--- src/hw/fsg_pkg.sv ---
// Constants, types and register map of the flash section guard
//
// Contract
// - Region choice follows programmed address, not fetch
// - Concurrent-region program keeps CPU running
// - Stall-region program halts CPU whole operation
// - Loader section always inside stall region
// - Busy flag reads one while region blocked
// - Busy flag sticky until software clears it
// - Re-enable bit write clears busy flag when idle
// - Store operation starts only from loader code
// - Two independent lock pairs, application and loader
// - Locks programmed anytime, erased by chip erase
// - General lock modes never gate store/load
// - Application mode 1 allows everything
// - Application mode 2 blocks stores to application
// - Application mode 3 blocks stores, loader loads
// - Application mode 4 blocks loader loads; masks
// - Loader mode 1 allows everything
// - Loader mode 2 blocks stores to loader
// - Loader mode 3 blocks stores, application loads
// - Loader mode 4 blocks application loads; masks
package fsg_pkg;

  // Flash word address width and default section boundaries
  localparam int          ADDR_W        = 14;
  localparam logic [13:0] STALL_START_D = 14'h3800;
  localparam logic [13:0] LDR_START_D   = 14'h3C00;

  // Programming time, in nanoseconds, and clock rate
  localparam int PROG_TIME_NS  = 4000;
  localparam int CLK_MHZ       = 250;
  localparam int PROG_CYCLES_D = (PROG_TIME_NS * CLK_MHZ) / 1000;
  localparam int CNT_W         = 16;

  // APB register byte offsets
  localparam logic [11:0] OFS_CTRL = 12'h000;
  localparam logic [11:0] OFS_LOCK = 12'h004;

  // Control/status register fields
  localparam int CS_BUSY     = 0;
  localparam int CS_REENABLE = 1;
  localparam int CS_ACTIVE   = 2;
  localparam int CS_STALL    = 3;

  // Lock register fields; 1 = unprogrammed, 0 = programmed
  localparam int          LK_APP_LOW  = 0;
  localparam int          LK_APP_HIGH = 1;
  localparam int          LK_LDR_LOW  = 2;
  localparam int          LK_LDR_HIGH = 3;
  localparam logic [3:0]  LOCK_RESET  = 4'hF;

  // Store operation kinds on the op_kind port
  localparam logic [1:0] OPK_ERASE = 2'h0;
  localparam logic [1:0] OPK_WRITE = 2'h1;
  localparam logic [1:0] OPK_LOCK  = 2'h2;

  // Guard sequencer states
  typedef enum logic [0:0] {
    ST_IDLE,
    ST_PROG
  } fsg_state_type;

endpackage

--- src/hw/fsg_guard.sv ---
// Flash self-programming section guard with APB register access
`timescale 1ns/1ps
module fsg_guard
  import fsg_pkg::*;
#(
  parameter logic [ADDR_W-1:0] STALL_START = STALL_START_D,
  parameter logic [ADDR_W-1:0] LDR_START   = LDR_START_D,
  parameter int                PROG_CYCLES = PROG_CYCLES_D
) (
  input  wire logic              pclk,
  input  wire logic              presetn,
  input  wire logic [11:0]       paddr,
  input  wire logic              psel,
  input  wire logic              penable,
  input  wire logic              pwrite,
  input  wire logic [31:0]       pwdata,
  output logic      [31:0]       prdata,
  output logic                   pready,
  output logic                   pslverr,
  input  wire logic [ADDR_W-1:0] fetch_addr,
  input  wire logic              op_req,
  input  wire logic [1:0]        op_kind,
  input  wire logic [ADDR_W-1:0] op_addr,
  input  wire logic [3:0]        op_data,
  input  wire logic              lpm_req,
  input  wire logic [ADDR_W-1:0] lpm_addr,
  input  wire logic              vec_in_loader,
  input  wire logic              chip_erase,
  input  wire logic              ext_lock_wr,
  input  wire logic [3:0]        ext_lock_data,
  output logic                   cpu_halt,
  output logic                   region_blocked,
  output logic                   op_active,
  output logic                   op_accept,
  output logic                   op_reject,
  output logic                   lpm_grant,
  output logic                   lpm_deny,
  output logic                   irq_mask
);

  // Loader start forced into the stall region
  localparam logic [ADDR_W-1:0] LDR_EFF =
    (LDR_START < STALL_START) ? STALL_START : LDR_START;
  localparam logic [CNT_W-1:0] PROG_LAST = CNT_W'(PROG_CYCLES - 1);
  localparam logic [CNT_W-1:0] CNT_ZERO  = '0;

  // Complete state of the guard
  typedef struct packed {
    fsg_state_type     state;     // Sequencer state
    logic              tgt_stall; // Latched target class
    logic [CNT_W-1:0]  cnt;       // Remaining programming cycles
    logic              busy;      // Region busy flag
    logic [3:0]        lock;      // Both lock pairs
    logic              halt;      // CPU halt
    logic              active;    // Operation in progress
    logic              accept;    // Operation accepted pulse
    logic              reject;    // Operation refused pulse
    logic              lgrant;    // Load granted pulse
    logic              ldeny;     // Load denied pulse
    logic              imask;     // Interrupt mask
    logic              pready;    // APB ready
    logic              pslverr;   // APB error
    logic [31:0]       prdata;    // APB read data
  } fsg_regs_type;

  fsg_regs_type st;       // Registered state
  fsg_regs_type next_st;  // Next state

  // Decoded helper terms
  logic fetch_in_ldr;   // CPU executes loader code
  logic op_tgt_ldr;     // Store targets loader section
  logic lpm_tgt_ldr;    // Load targets loader section
  logic store_locked;   // Store blocked by lock pair
  logic apb_setup;      // APB setup phase
  logic apb_write;      // APB write taking effect
  logic reen_wr;        // Re-enable bit written

  // Section decode from addresses
  always_comb begin
    fetch_in_ldr = (fetch_addr >= LDR_EFF);
    op_tgt_ldr   = (op_addr >= LDR_EFF);
    lpm_tgt_ldr  = (lpm_addr >= LDR_EFF);
    // Only boot lock pairs gate stores; general locks ignored
    if (op_tgt_ldr) begin
      store_locked = !st.lock[LK_LDR_LOW];
    end else begin
      store_locked = !st.lock[LK_APP_LOW];
    end
    apb_setup = psel && !penable;
    apb_write = psel && penable && st.pready && pwrite
                && !st.pslverr;
    reen_wr   = apb_write && (paddr == OFS_CTRL)
                && pwdata[CS_REENABLE];
  end

  // Next-state logic
  always_comb begin
    next_st        = st;
    next_st.accept = 1'b0;
    next_st.reject = 1'b0;
    next_st.lgrant = 1'b0;
    next_st.ldeny  = 1'b0;

    // APB answer prepared in setup, given in access
    next_st.pready  = apb_setup;
    next_st.pslverr = 1'b0;
    next_st.prdata  = '0;
    if (apb_setup) begin
      if (paddr == OFS_CTRL) begin
        next_st.prdata[CS_BUSY]   = st.busy;
        next_st.prdata[CS_ACTIVE] = (st.state == ST_PROG);
        next_st.prdata[CS_STALL]  = st.tgt_stall;
      end else if (paddr == OFS_LOCK) begin
        next_st.prdata[3:0] = st.lock;
      end else begin
        next_st.pslverr = 1'b1; // Unmapped address
      end
    end

    // Re-enable write clears busy once operation is over
    if (reen_wr && st.state == ST_IDLE) begin
      next_st.busy = 1'b0;
    end

    // Chip erase returns locks to unprogrammed
    if (chip_erase) begin
      next_st.lock = LOCK_RESET;
    end
    // Software and external programming only clear lock bits
    if (apb_write && paddr == OFS_LOCK) begin
      next_st.lock = next_st.lock & pwdata[3:0];
    end
    if (ext_lock_wr) begin
      next_st.lock = next_st.lock & ext_lock_data;
    end

    // Sequencer
    unique case (st.state)
      ST_IDLE: begin
        if (op_req) begin
          // Only loader code may start a store
          if (!fetch_in_ldr) begin
            next_st.reject = 1'b1;
          end else if (op_kind == OPK_LOCK) begin
            next_st.lock   = next_st.lock & op_data;
            next_st.accept = 1'b1;
          end else if (op_kind != OPK_ERASE
                       && op_kind != OPK_WRITE) begin
            next_st.reject = 1'b1; // Illegal kind
          end else if (store_locked) begin
            next_st.reject = 1'b1;
          end else begin
            // Class from the programmed address
            next_st.accept    = 1'b1;
            next_st.state     = ST_PROG;
            next_st.tgt_stall = (op_addr >= STALL_START);
            next_st.cnt       = PROG_LAST;
            if (op_addr < STALL_START) begin
              next_st.busy = 1'b1; // Set wins
            end
          end
        end
      end
      ST_PROG: begin
        // Requests during an operation are refused
        if (op_req) begin
          next_st.reject = 1'b1;
        end
        if (st.cnt == CNT_ZERO) begin
          next_st.state = ST_IDLE;
        end else begin
          next_st.cnt = st.cnt - 1'b1;
        end
      end
    endcase

    // Halt only for stall-region targets
    next_st.halt = (next_st.state == ST_PROG) && next_st.tgt_stall;
    next_st.active = (next_st.state == ST_PROG);

    // Program-load check across sections
    if (lpm_req) begin
      if (fetch_in_ldr && !lpm_tgt_ldr
          && !st.lock[LK_APP_HIGH]) begin
        next_st.ldeny = 1'b1;
      end else if (!fetch_in_ldr && lpm_tgt_ldr
                   && !st.lock[LK_LDR_HIGH]) begin
        next_st.ldeny = 1'b1;
      end else if (st.busy && lpm_addr < STALL_START) begin
        next_st.ldeny = 1'b1; // Region unreadable
      end else begin
        next_st.lgrant = 1'b1;
      end
    end

    // Interrupt masking across sections
    next_st.imask =
      (!fetch_in_ldr && vec_in_loader && !st.lock[LK_APP_HIGH]) ||
      (fetch_in_ldr && !vec_in_loader && !st.lock[LK_LDR_HIGH]);
  end

  // State register
  always_ff @(posedge pclk or negedge presetn) begin
    if (!presetn) begin
      st           <= '0;
      st.state     <= ST_IDLE;
      st.lock      <= LOCK_RESET;
    end else begin
      st <= next_st;
    end
  end

  // Outputs straight from state flops
  assign prdata         = st.prdata;
  assign pready         = st.pready;
  assign pslverr        = st.pslverr;
  assign cpu_halt       = st.halt;
  assign region_blocked = st.busy;
  assign op_active      = st.active;
  assign op_accept      = st.accept;
  assign op_reject      = st.reject;
  assign lpm_grant      = st.lgrant;
  assign lpm_deny       = st.ldeny;
  assign irq_mask       = st.imask;

  // Halt only while a stall-region operation runs
  a_halt_stall: assert property (@(posedge pclk) disable iff (!presetn)
    cpu_halt |-> op_active && st.tgt_stall)
    else $error("halt without stall-region operation");

  // Concurrent-region operation never halts
  a_no_halt_rww: assert property (@(posedge pclk) disable iff (!presetn)
    op_active && !st.tgt_stall |-> !cpu_halt)
    else $error("halt during concurrent-region operation");

  // Busy shown throughout concurrent-region operation
  a_busy_rww: assert property (@(posedge pclk) disable iff (!presetn)
    op_active && !st.tgt_stall |-> region_blocked)
    else $error("busy flag low while region blocked");

  // Busy sticky until re-enable write
  a_busy_sticky: assert property (@(posedge pclk) disable iff (!presetn)
    region_blocked && !reen_wr |=> region_blocked)
    else $error("busy flag dropped without re-enable");

  // Re-enable clears busy when idle
  a_reen_clear: assert property (@(posedge pclk) disable iff (!presetn)
    reen_wr && !op_active && !op_req |=> !region_blocked)
    else $error("re-enable did not clear busy flag");

  // Accepted store came from loader code
  a_store_ldr: assert property (@(posedge pclk) disable iff (!presetn)
    op_accept |-> $past(fetch_in_ldr))
    else $error("store accepted outside loader code");

  // Lock bits return to one only by chip erase
  a_lock_erase: assert property (@(posedge pclk) disable iff (!presetn)
    (st.lock & ~$past(st.lock)) != 4'h0 |-> $past(chip_erase))
    else $error("lock bit erased without chip erase");

  // Application store refused under low lock bit
  a_app_store: assert property (@(posedge pclk) disable iff (!presetn)
    op_req && !op_active && fetch_in_ldr && !op_tgt_ldr
    && op_kind == OPK_WRITE && !st.lock[LK_APP_LOW]
    |=> op_reject && !op_active)
    else $error("store to locked application section");

  // Loader loads of application denied under high lock bit
  a_app_load: assert property (@(posedge pclk) disable iff (!presetn)
    lpm_req && fetch_in_ldr && !lpm_tgt_ldr
    && !st.lock[LK_APP_HIGH] |=> lpm_deny)
    else $error("loader load of locked application");

  // Target class held for the whole operation
  a_class_held: assert property (@(posedge pclk) disable iff (!presetn)
    op_active && $past(op_active) |-> $stable(st.tgt_stall))
    else $error("target class changed mid-operation");

  // Stall-region operation halts for its whole length
  a_halt_whole: assert property (@(posedge pclk) disable iff (!presetn)
    op_active && st.tgt_stall |-> cpu_halt)
    else $error("no halt during stall-region operation");

  // Loader store refused under low loader lock bit
  a_ldr_store: assert property (@(posedge pclk) disable iff (!presetn)
    op_req && !op_active && fetch_in_ldr && op_tgt_ldr
    && (op_kind == OPK_ERASE || op_kind == OPK_WRITE)
    && !st.lock[LK_LDR_LOW] |=> op_reject && !op_active)
    else $error("store to locked loader section");

  // Application loads of loader denied under high lock bit
  a_ldr_load: assert property (@(posedge pclk) disable iff (!presetn)
    lpm_req && !fetch_in_ldr && lpm_tgt_ldr
    && !st.lock[LK_LDR_HIGH] |=> lpm_deny)
    else $error("application load of locked loader");

  // Interrupts masked in application code under high lock bit
  a_app_mask: assert property (@(posedge pclk) disable iff (!presetn)
    !fetch_in_ldr && vec_in_loader && !st.lock[LK_APP_HIGH]
    |=> irq_mask)
    else $error("interrupts not masked in application code");

endmodule

--- config.mk ---
export PLATFORM = sky130hd
export DESIGN_NAME = fsg_guard
export DESIGN_NICKNAME = d
export VERILOG_FILES = /design/src/hw/fsg_pkg.sv /design/src/hw/fsg_guard.sv
export SDC_FILE = /design/constraint.sdc
export NUM_CORES = 1
export LEC_CHECK = 0
export BUFFER_PORTS_ARGS = -buffer_cell sky130_fd_sc_hd__clkbuf_2
export CORE_MARGIN = 3
export CORE_UTILIZATION = 41
export DETAILED_ROUTE_END_ITERATION = 10
export PLACE_DENSITY = 0.77
export SLEW_MARGIN = 20
export SYNTH_ARGS = -nofsm -noshare
export SYNTH_HDL_FRONTEND = slang
export SYNTH_SLANG_ARGS = --single-unit
--- constraint.sdc ---
create_clock -name pclk -period 1.95 [get_ports pclk]
set_input_delay 0.195 -clock pclk [delete_from_list [all_inputs] [get_ports pclk]]
set_output_delay 0.195 -clock pclk [all_outputs]
set_load 0.01 [all_outputs]
# After elaboration in Yosys (flattened, before gate mapping)
# Cells that the tools add are included.
[op_classes]
reduce_logical = 34
muxes = 45
n_bitwise = 4
n_eq_ne = 9
add_sub_neg = 1
order_cmp = 6
[op_table]
columns = ["cell", "n"]
rows = [
  ["$mux W19", 3],
  ["$ge A14 B14 Y1 const B", 4],
  ["$mux W23", 2],
  ["$pmux W16 S2", 1],
  ["$lt A14 B14 Y1 const B", 2],
  ["$mux W1", 26],
  ["$mux W4", 6],
  ["$logic_and A1 B1 Y1", 20],
  ["$logic_not A16 Y1", 1],
  ["$mux W16", 1],
  ["$sub A16 B1 Y16 const B", 1],
  ["$and A4 B4 Y4", 3],
  ["$eq A12 B3 Y1 const B", 1],
  ["$logic_not A12 Y1", 1],
  ["$ne A2 B2 Y1 const B", 6],
  ["$logic_not A1 Y1", 9],
  ["$mux W2", 3],
  ["$reduce_and A6 Y1", 1],
  ["$mux W5", 1],
  ["$pmux W1 S2", 2],
  ["$eq A2 B2 Y1 const B", 1],
  ["$ne A2 B1 Y1 const B", 1],
  ["$reduce_bool A2 Y1", 1],
  ["$logic_or A1 B1 Y1", 1],
  ["$not A1 Y1", 1],
]
[word_totals]
reg_bits = 35
input_bits = 106

# Longest topological paths before layout
# Gate-level depths: netlist (run 1).
[depth]
ltp_word = 16
ltp_mapped = 7

# Least setup slack after synthesis (run 1)
# OpenSTA, ideal clock, no wires.
[synth_timing]
path_type = "flip-flop to flip-flop"
from = "reg st[46] (netlist bit)"
to = "reg st[50] (netlist bit)"
setup_slack_ns = 0.298
required_ns = 1.822
t_arrival_ns = 1.524
period_less_slack_ns = 1.652
stages_incl_launch_ff = 8
setup_time_ns = 0.128
cell_sequence = "dfrtp_1 > inv_1 > ha_1 > nor4b_2 > nand4_1 > or4b_1 > nand3_1 > o21ai_0"
[synth_via]
elab_chain_len = 3
elab_cells_between_ends = 6
[synth_lines]
columns = ["element", "line", "rtl"]
rows = [
  ["start, declared", "fsg_guard.sv:66", "fsg_regs_type st;"],
  ["start signal, assigned", "fsg_guard.sv:209", "st <= next_st;"],
  ["$sub A16 B1 Y16 or $logic_not A16 Y1 (tied branches)", "fsg_guard.sv:172, fsg_guard.sv:169", ""],
  ["$mux W16 or $ne A2 B2 Y1 (tied branches)", "-", ""],
  ["$pmux W16 S2 or $reduce_and A6 Y1 (tied branches)", "-", ""],
]
# Several ways; a longest one is shown, not always the timed one. The select of a mux whose other input is x is not followed.
# A chain may end at the register's enable or synchronous reset.

# Worst setup path after layout (run 1)
[layout_timing]
from = "reg st[46] (netlist bit)"
to = "reg st[46] (netlist bit)"
# Same word-level chain as after synthesis.

==> implementation parameters, run 1 <==
Parameter                              Value

Finish
  Area growth from synthesis to final layout    18.1%
  Filler Cell Count    444
  Post-layout nets    380
  Ratio of cells with drive above 1 in the final layout    0.318
  Final standard cell utilization of the core    0.522
  Number of cells in the finished layout apart from fillers    339
  Inserted Diodes    0

Power
  Pwr dens    656 nW/µm²
  Post-layout power    1.56 mW
  Leakage power of the design    1.09 nW
  Maximum resistive drop on vdd    287 µV

Timing
  Final cycle utilization of the critical path    0.897
  Total setup violations reported at the end of the flow    0
  Worst-case headroom to the max-slew limit    0.442
  F_max    572 MHz
  Final worst path period need    1.75 ns
  Unrepaired setup endpoints after global routing    false
  Total count of max-transition violations in the final report    0
  Setup Total Neg Slack    0 ns
  Transition time of the tightest slew-check pin    0.837 ns
  Count of endpoints failing hold in the final timing report    0
  Largest clock skew in the final design    0.00755 ns

Global route
  Via count of the first global-routing pass    1541
  Number of antenna violations at the first check in global routing    0
  First-pass GRT wire length    6870 µm
  Overall fraction of global-route tracks in use    0.148
  Pin count of the biggest net entering global routing    36
  Leftover overflow at the end of global routing    0

Logic synthesis
  Yosys warns    0
  Number of synthesized register bits    35
  Dominant cell type by area after synthesis    dfrtp_1
  Mean instance size in the synthesized netlist    9.62 µm²
  Main synth FF type    dfrtp_1
  Most area-consuming cells after synthesis    dfrtp_1 (38%), buf_4 (12%), dfstp_2 (5.2%), nand2_1 (3.5%), nor2_1 (2.6%)
  Fraction of post-synthesis cell area in the top cell type by area    0.384
  EDFF count, synth    0
  Number of different library cells in the post-synthesis netlist    43
  Seq/Total Area, Yosys    0.436
  Cell with the most instances after synthesis    buf_4
  Most frequent cells after synthesis    buf_4 (32), dfrtp_1 (31), nand2_1 (19)
  Number of instances in the synthesized netlist    210
  Syn Std Cell Area    2020 µm²
  Async set-or-reset flop fraction in the synthesized netlist    1.00

Routing
  DRT Wirelength    4220 µm
  First-iteration detailed-routing DRC count    90
  Routed vias    1597
  Number of vias per cell    4.71
  Post-detailed-route count of antenna-violating nets    0
  Detailed-router iteration count before antenna repair    4
  Mean routed wirelength per cell    12.5 µm
  DRC errors left    0

CTS
  CTS tree    built
  Clock root buffer master    clkbuf_8
  Number of CTS-inserted buffers    5
  Clock transition time at the flip-flop clock pins of the worst setup and hold paths    0.07 ns
  Num Clock Sinks    35
  Setup Fix Bufs, Post-CTS    0
  Count of H-tree levels built during CTS    2
  Clock Latency Late Sink    0.29 ns
  Maximum buffer depth of the clock tree    2

Critical path
  Register-to-Register Path Depth    7
  Critical path arrival    1.92 ns
  Type of element capturing the critical path    register
  Worst setup slack for register-to-register paths    0.20 ns
  Capturing point of the worst reg2reg path    st[46]$_DFFE_PN0P_
  Category of the worst setup path launch point    register
  Start-to-end type of the worst setup path    reg2reg
  Crit Reg-Reg Startpoint    st[46]$_DFFE_PN0P_
  CP Max Fanout    5
  CP required    2.12 ns

Floorplan
  IO Count    148
  Count of standard-cell rows    24
  Die Wd    76.2 µm
  Initial Utilization    0.442
  Area of the die    5800 µm²
  Die height    76.2 µm
  Core region area    4560 µm²

Place
  Number of buffers inserted by port buffering    61
  HPWL after detailed placement    3340 µm
  Final Wtd Congestion    0.842
  Placed Instances    331

Status
  Result of the run    complete, no violations

Min path
  Worst min path class    in2async

Run
  Total of max-cap violations    0
[area by class of cell]
type	instances	area (µm²)	area share
Multi-Input combinational cell	156	936	0.392
Timing Repair Buffer	64	328	0.137
Inverter	11	41.3	0.0173
Sequential cell	35	881	0.369
Clock buffer	6	82.6	0.0346
Tap cell	65	81.3	0.0341
Clock inverter	2	35.0	0.0147
[through the flow]
stage / worst slack [ns] / hold WS, ns / area (µm²)
after global routing: 0.0417 / 0.0626 / 2380
after global placement: 0.198 / 0.330 / 2260
final: 0.201 / 0.000210 / 2380
after detailed placement: 0.166 / 0.339 / 2260
after CTS: 0.139 / 0.0270 / 2380
after floorplan: 0.298 / -0.101 / 2120
[how the worst max path moves through the flow]
stage	from	to	slack, ns	cells past startpoint
after floorplan	st[46]$_DFFE_PN0P_	st[50]$_DFFE_PN0P_	0.30	7
after global placement	st[46]$_DFFE_PN0P_	st[46]$_DFFE_PN0P_	0.20	7
after detailed placement	st[46]$_DFFE_PN0P_	st[46]$_DFFE_PN0P_	0.17	7
after CTS	st[46]$_DFFE_PN0P_	st[46]$_DFFE_PN0P_	0.14	7
after global routing	st[58]$_DFFE_PN0P_	st[61]$_DFFE_PN0P_	0.04	4
final	st[46]$_DFFE_PN0P_	st[46]$_DFFE_PN0P_	0.20	7
[state kept, by name (all words and copies together) (netlist names)]
register,count
cpu_halt,1
pready,1
lpm_grant,1
st,21
pslverr,1
irq_mask,1
op_accept,1
lpm_deny,1
prdata,4
op_reject,1
region_blocked,1
op_active,1
[layout by cell type (no fill, tap or decap), types with 3 or more instances in the layout]
cell,Yosys,routed
a21oi_1,5,5
a22oi_1,3,3
and2_1,3,3
buf_4,32,3
clkbuf_2,0,61
clkbuf_8,0,6
conb_1,1,28
dfrtp_1,31,31
dfstp_2,4,4
inv_1,11,11
mux2i_1,4,4
nand2_1,19,19
nand2b_1,7,7
nand3_1,10,10
nand4_1,6,6
nor2_1,14,14
nor2b_1,3,3
nor3_1,8,8
nor4_1,4,4
o21ai_0,4,4
o221ai_1,4,4
or4b_1,3,3
xnor2_1,3,3
xor2_1,5,5
[routing by layer]
| metal | up-vias | part of all wire | track usage |
|---|---|---|---|
| met1 | 740 | 0.44 | 0.184 |
| met5 | - | 0 | 0 |
| met2 | 53 | 0.48 | 0.243 |
| met4 | 0 | 0.014 | 0.0489 |
| li1 | 799 | - | - |
| met3 | 5 | 0.060 | 0.0473 |
[where the power goes]
| group | switching (mW) | internal (mW) |
|---|---|---|
| sequential | 0.0117 | 0.746 |
| combinational | 0.0794 | 0.0551 |
| clock | 0.258 | 0.413 |
[cells by family after synthesis]
group | after synthesis | synth area share
multiplexers | 4 | 0.0198
XOR/XNOR | 8 | 0.0347
adder cells (fa/ha/maj) | 1 | 0.00619
AND/OR/NAND/NOR | 90 | 0.256
other | 1 | 0.00186
flip-flops | 35 | 0.436
buffers and inverters | 46 | 0.155
AO/OA/AOI/OAI | 25 | 0.0904
[worst max-delay path, stage by stage, from the launching register on]
cell	delay (ns)
dfrtp_1	0.38
inv_1	0.09
ha_1	0.21
nor4b_4	0.27
nand4_1	0.23
nand2_1	0.24
xnor2_1	0.14
nand2_1	0.07
[what timing repair did]
item / 4_1_cts / 5_1_grt
hold buffers: 0 / 0
resized for setup: 0 / 1
setup endpoints to repair: 0 / 5
Power figures use the tool's default switching activity.
==> run 2, diff against run 1 <==
--- a/config.mk
+++ b/config.mk
@@ -9,6 +9,7 @@
 export CORE_MARGIN = 3
 export CORE_UTILIZATION = 41
 export DETAILED_ROUTE_END_ITERATION = 10
+export HOLD_SLACK_MARGIN = 0.06
 export PLACE_DENSITY = 0.77
 export SLEW_MARGIN = 20
 export SYNTH_ARGS = -nofsm -noshare
==> implementation parameters, run 2 (synthesis results as in run 1) <==
Parameter                              Value

Place
  Final Wtd Congestion    0.842 (unchanged)
  HPWL after detailed placement    3340 µm (unchanged)
  Post-place setup slack    0.166 ns (unchanged)
  Number of buffers inserted by port buffering    61 (unchanged)
  Placed cell area    2260 µm² (unchanged)

Critical path
  Critical Path, Cell by Cell    inv_1 -> ha_1 -> nor4b_4 -> nand4_1 -> nand2_1 -> xnor2_1 -> nand2_1
  Crit Reg-Reg Startpoint    st[46]$_DFFE_PN0P_
  Critical path arrival    1.92 ns (about the same)
  Largest stage delay on the critical path    0.38 ns (about the same)
  CP required    2.12 ns (about the same)
  Dominant cell type by count on the critical path    nand2_1
  Category of the worst setup path launch point    register
  Register-to-Register Path Depth    7 (unchanged)
  Crit-path slowest cell    dfrtp_1
  Capturing point of the worst reg2reg path    st[46]$_DFFE_PN0P_
  Start-to-end type of the worst setup path    reg2reg
  Type of element capturing the critical path    register
  CP Max Fanout    5 (unchanged)
  Worst setup slack for register-to-register paths    0.20 ns (about the same)

CTS
  CTS tree    built
  Num Clock Sinks    35 (unchanged)
  Count of H-tree levels built during CTS    2 (unchanged)
  Clock Latency Late Sink    0.29 ns (about the same)
  Maximum buffer depth of the clock tree    2 (unchanged)
  Number of CTS-inserted buffers    5 (unchanged)
  Setup Fix Bufs, Post-CTS    0 (unchanged)
  Clock root buffer master    clkbuf_8
  Clock transition time at the flip-flop clock pins of the worst setup and hold paths    0.07 ns (about the same)

Global route
  Leftover overflow at the end of global routing    0 (unchanged)
  Pin count of the biggest net entering global routing    36 (unchanged)
  First-pass GRT wire length    6890 µm (+0.20%)
  Via count of the first global-routing pass    1544 (+0.19%)
  Number of antenna violations at the first check in global routing    0 (unchanged)
  Overall fraction of global-route tracks in use    0.148 (+0.000252)

Finish
  Most frequent standard cell in the layout excluding fill and tap cells    clkbuf_2
  Ratio of cells with drive above 1 in the final layout    0.316 (-0.00115)
  Post-route cell area    2390 µm² (+0.42%)
  Post-layout nets    381 (+0.26%)
  Most frequent cells in the layout    clkbuf_2 (61), dfrtp_1 (31), conb_1 (28), nand2_1 (19), nor2_1 (14)
  Top reg by flops    st
  Filler Cell Count    447 (+0.68%)
  Area growth from synthesis to final layout    18.6%
  Max reg flops    21 (unchanged)
  Inserted Diodes    0 (unchanged)

Power
  Post-layout power    1.56 mW (about the same)
  Pwr dens    653 nW/µm² (-0.32%)
  Leakage power of the design    1.09 nW (+0.38%)
  Maximum resistive drop on vdd    287 µV (about the same)

Floorplan
  Die Wd    76.2 µm (unchanged)
  Area of the die    5800 µm² (unchanged)
  IO Count    148 (unchanged)
  Core region area    4560 µm² (unchanged)
  Initial Utilization    0.442 (unchanged)
  Die height    76.2 µm (unchanged)
  Count of standard-cell rows    24 (unchanged)

Routing
  Number of vias per cell    4.70 (-0.17%)
  Mean routed wirelength per cell    12.4 µm (-0.25%)
  Detailed-router iteration count before antenna repair    4 (unchanged)
  Post-detailed-route count of antenna-violating nets    0 (unchanged)
  First-iteration detailed-routing DRC count    98 (+8.9%)
  DRC errors left    0 (unchanged)
  Routed vias    1599 (+0.13%)
  DRT Wirelength    4230 µm (about the same)

Timing
  Total count of max-transition violations in the final report    0 (unchanged)
  Final worst path period need    1.75 ns (-0.00000300 ns)
  Transition time of the tightest slew-check pin    0.833 ns (-0.00436 ns)
  Worst hold slack after final layout    0.0777 ns (+0.0775 ns)
  Total setup violations reported at the end of the flow    0 (unchanged)
  Final cycle utilization of the critical path    0.897 (about the same)
  Unrepaired setup endpoints after global routing    false
  Setup slack after layout    0.201 ns (+0.00000300 ns)
  Count of endpoints failing hold in the final timing report    0 (unchanged)
  Largest clock skew in the final design    0.00755 ns (unchanged)
  F_max    572 MHz (about the same)
  Setup Total Neg Slack    0 ns (unchanged)
  Worst-case headroom to the max-slew limit    0.445 (+0.00291)

Min path
  Hold Crit Endpoint    st[41]$_DFF_PN1_
  Worst min path class    in2reg
  Worst hold path stage count    3
  Startpoint of the lowest-slack hold path    pwdata[0]

Status
  Result of the run    complete, no violations

Run
  Total of max-cap violations    0 (unchanged)
## run 2: cell types whose count changed in the layout (fill, tap and decap cells not counted)
cell	delta
dlygate4sd3_1	+1
## run 2: layout make-up
cell class	instances	area (µm²)	share of cell area
Multi-Input combinational cell	156	936	0.391
Clock inverter	2	35.0	0.0146
Clock buffer	6	82.6	0.0345
Tap cell	65	81.3	0.0340
Timing Repair Buffer	65	338	0.141
Sequential cell	35	881	0.368
Inverter	11	41.3	0.0172
## run 2: power by group
group          leakage, nW  internal [mW]  switching (mW)
logic                0.623         0.0564          0.0797
registers            0.406          0.746          0.0117
clock network       0.0612          0.413           0.258
## run 2: worst max-delay path by stage
stage                  startpoint            endpoint  slack [ns]  depth (start not counted)
2_1_floorplan  st[46]$_DFFE_PN0P_  st[50]$_DFFE_PN0P_        0.30                          7
3_3_place_gp   st[46]$_DFFE_PN0P_  st[46]$_DFFE_PN0P_        0.20                          7
3_5_place_dp   st[46]$_DFFE_PN0P_  st[46]$_DFFE_PN0P_        0.17                          7
4_1_cts        st[46]$_DFFE_PN0P_  st[46]$_DFFE_PN0P_        0.14                          7
5_1_grt        st[58]$_DFFE_PN0P_  st[61]$_DFFE_PN0P_        0.04                          4
6_report       st[46]$_DFFE_PN0P_  st[46]$_DFFE_PN0P_        0.20                          7
## run 2: through the flow
stage                     cells   util
after detailed placement    331  0.495
after floorplan             237      -
after CTS                   340  0.523
after global routing        340  0.525
after global placement      331  0.495
final                       340  0.525
## run 2: metal layers
metal,track usage,part of all wire,up-vias
li1,-,-,801
met1,0.184,0.44,740
met2,0.243,0.48,53
met3,0.0473,0.060,5
met4,0.0489,0.014,0
met5,0,0,-
## run 2: critical path: cells and delay by family (launching register included)
| family | cells | cell delay (ns) |
|---|---|---|
| and+or+nand+nor | 4 | 0.81 |
| buffers and inverters | 1 | 0.09 |
| adders and majority gates | 1 | 0.21 |
| DFF | 1 | 0.38 |
| xor gates and xnor gates | 1 | 0.14 |
## run 2: what timing repair did
item / CTS / global route
hold buffers: 1 / 0
endpoints found under the hold margin: 31 / 0
endpoints found under the setup margin: 0 / 5
resized for setup: 0 / 1
==> run 3, diff against run 2 <==
--- a/config.mk
+++ b/config.mk
@@ -7,10 +7,10 @@
 export LEC_CHECK = 0
 export BUFFER_PORTS_ARGS = -buffer_cell sky130_fd_sc_hd__clkbuf_2
 export CORE_MARGIN = 3
-export CORE_UTILIZATION = 41
+export CORE_UTILIZATION = 37
 export DETAILED_ROUTE_END_ITERATION = 10
 export HOLD_SLACK_MARGIN = 0.06
-export PLACE_DENSITY = 0.77
+export PLACE_DENSITY = 0.73
 export SLEW_MARGIN = 20
 export SYNTH_ARGS = -nofsm -noshare
 export SYNTH_HDL_FRONTEND = slang
==> constraint.sdc (replaced) <==
create_clock -name pclk -period 1.6 [get_ports pclk]
set_input_delay 0.16 -clock pclk [delete_from_list [all_inputs] [get_ports pclk]]
set_output_delay 0.16 -clock pclk [all_outputs]
set_load 0.01 [all_outputs]
==> implementation parameters, run 3 (synthesis results as in run 1) <==
Parameter                              Value

Status
  Result of the run    complete, but fails checks
  Violated checks    negative setup slack

Critical path
  Type of element capturing the critical path    register
  Worst setup slack for register-to-register paths    -0.14 ns (-0.34 ns)
  CP startpoint    st[48]$_DFFE_PN0P_
  Critical path arrival    1.90 ns (-0.02 ns)
  CP required    1.77 ns (-0.35 ns)
  CP Max Fanout    4 (-1)
  Start-to-end type of the worst setup path    reg2reg
  Crit Reg-Reg Startpoint    st[48]$_DFFE_PN0P_
  Register-to-Register Path Depth    5 (-2)
  Category of the worst setup path launch point    register

Timing
  Count of endpoints failing hold in the final timing report    0 (unchanged)
  Unrepaired setup endpoints after global routing    true
  Final worst path period need    1.74 ns (-0.0115 ns)
  Setup slack after layout    -0.137 ns (-0.339 ns)
  Final cycle utilization of the critical path    1.09 (+0.189)
  F_max    576 MHz (+0.66%)
  Largest clock skew in the final design    0.00513 ns (-0.00242 ns)
  Total setup violations reported at the end of the flow    17 (+17)
  Total count of max-transition violations in the final report    0 (unchanged)

CTS
  Num Clock Sinks    35 (unchanged)
  CTS tree    built
  Clock Latency Late Sink    0.30 ns (about the same)
  Number of CTS-inserted buffers    5 (unchanged)
  Clock root buffer master    clkbuf_8
  Count of H-tree levels built during CTS    2 (unchanged)
  Clock transition time at the flip-flop clock pins of the worst setup and hold paths    0.07 ns (about the same)
  Maximum buffer depth of the clock tree    2 (unchanged)

Routing
  Mean routed wirelength per cell    13.5 µm (+8.9%)
  First-iteration detailed-routing DRC count    100 (+2.0%)
  DRC errors left    0 (unchanged)
  DRT Wirelength    5190 µm (+23%)
  Post-detailed-route count of antenna-violating nets    0 (unchanged)
  Routed vias    1819 (+14%)
  Number of vias per cell    4.75 (+0.99%)
  Detailed-router iteration count before antenna repair    4 (unchanged)

Power
  Leakage power of the design    1.30 nW (+19%)
  Pwr dens    644 nW/µm² (-1.4%)
  Maximum resistive drop on vdd    324 µV (+13%)
  Post-layout power    1.83 mW (+17%)

Place
  Number of buffers inserted by port buffering    61 (unchanged)
  Final Wtd Congestion    0.741 (-12%)
  Placed Instances    367 (+11%)
  HPWL after detailed placement    3630 µm (+8.7%)
  Post-place setup slack    -0.163 ns (-0.330 ns)

Min path
  Worst hold path stage count    3 (unchanged)
  Worst min path class    in2reg
  Startpoint of the lowest-slack hold path    pwdata[1]

Floorplan
  Die Wd    79.9 µm (+4.9%)
  Die height    79.9 µm (+4.9%)
  Count of standard-cell rows    26 (+8.3%)
  IO Count    148 (unchanged)
  Area of the die    6380 µm² (+9.9%)
  Core region area    5200 µm² (+14%)
  Initial Utilization    0.388 (-0.0545)

Finish
  Area growth from synthesis to final layout    40.3%
  Top reg by flops    st
  Post-layout nets    419 (+10%)
  Final standard cell utilization of the core    0.544 (+0.0196)
  Most frequent cells in the layout    clkbuf_2 (61), buf_4 (34), dfrtp_1 (31), conb_1 (28), nand2_1 (15)
  Ratio of cells with drive above 1 in the final layout    0.447 (+0.131)
  Max reg flops    21 (unchanged)
  Filler Cell Count    450 (+0.67%)
  Number of cells in the finished layout apart from fillers    383 (+13%)
  Most frequent standard cell in the layout excluding fill and tap cells    clkbuf_2
  Inserted Diodes    0 (unchanged)

Global route
  First-pass GRT wire length    7910 µm (+15%)
  Overall fraction of global-route tracks in use    0.161 (+0.0136)
  Pin count of the biggest net entering global routing    36 (unchanged)
  Number of antenna violations at the first check in global routing    0 (unchanged)
  Leftover overflow at the end of global routing    0 (unchanged)
  Via count of the first global-routing pass    1796 (+16%)

Run
  Total of max-cap violations    0 (unchanged)
[run 3: path summary, 6_finish.rpt]
kind | endpoint
setup / recovery | st[59]$_DFFE_PN0P_
hold / removal | st[42]$_DFF_PN1_
setup reg to reg | st[59]$_DFFE_PN0P_
hold reg to reg | prdata[1]$_DFF_PN0_
max in group asynchronous | st[41]$_DFF_PN1_
min in group asynchronous | st[53]$_DFFE_PN0P_
[run 3: stage by stage]
stage / setup TNS (ns) / hold WS [ns] / instance area, µm²
6_report: -1.11 / 0.0779 / 2830
5_1_grt: -2.32 / 0.0771 / 2830
4_1_cts: -0.528 / 0.0757 / 2790
3_5_place_dp: -1.63 / 0.218 / 2500
3_3_place_gp: -0.866 / 0.216 / 2500
2_1_floorplan: 0 / -0.136 / 2130
[run 3: layer usage]
metal / share of wire / track usage / vias to the layer above / wire [µm]
met2: 0.52 / 0.293 / 62 / 2690
li1: - / - / 878 / -
met4: 0.021 / 0.0777 / 0 / 110
met3: 0.049 / 0.0293 / 13 / 253
met5: 0 / 0 / - / 0
met1: 0.41 / 0.180 / 866 / 2130
[run 3: final cells by class]
cell class,instances,area (µm²),area share
multi-input cells,156,1080,0.380
well taps,70,87.6,0.0309
inverters,11,41.3,0.0146
flip-flops and latches,35,881,0.311
clock buffers,8,100,0.0353
repair buffers,103,646,0.228
[run 3: worst max-delay path, stage by stage, from the launching register on]
cell and delay (ns):
dfrtp_1 0.42, nor4_4 0.33, and2_1 0.19, nand4_1 0.24
o211ai_1 0.31, o31ai_1 0.12
[run 3: what timing repair did]
action,in CTS,in global routing
setup buffers,2,2
pin swaps,14,9
gates cloned,0,0
gates resized for setup,29,5
endpoints found under the setup margin,19,19
hold endpoints to repair,34,0
hold buffers,4,0
[run 3: power by group]
part / internal, mW / switching (mW)
Clock: 0.393 / 0.316
Sequential: 0.909 / 0.0130
Combinational: 0.0886 / 0.107
Total: 1.39 / 0.435
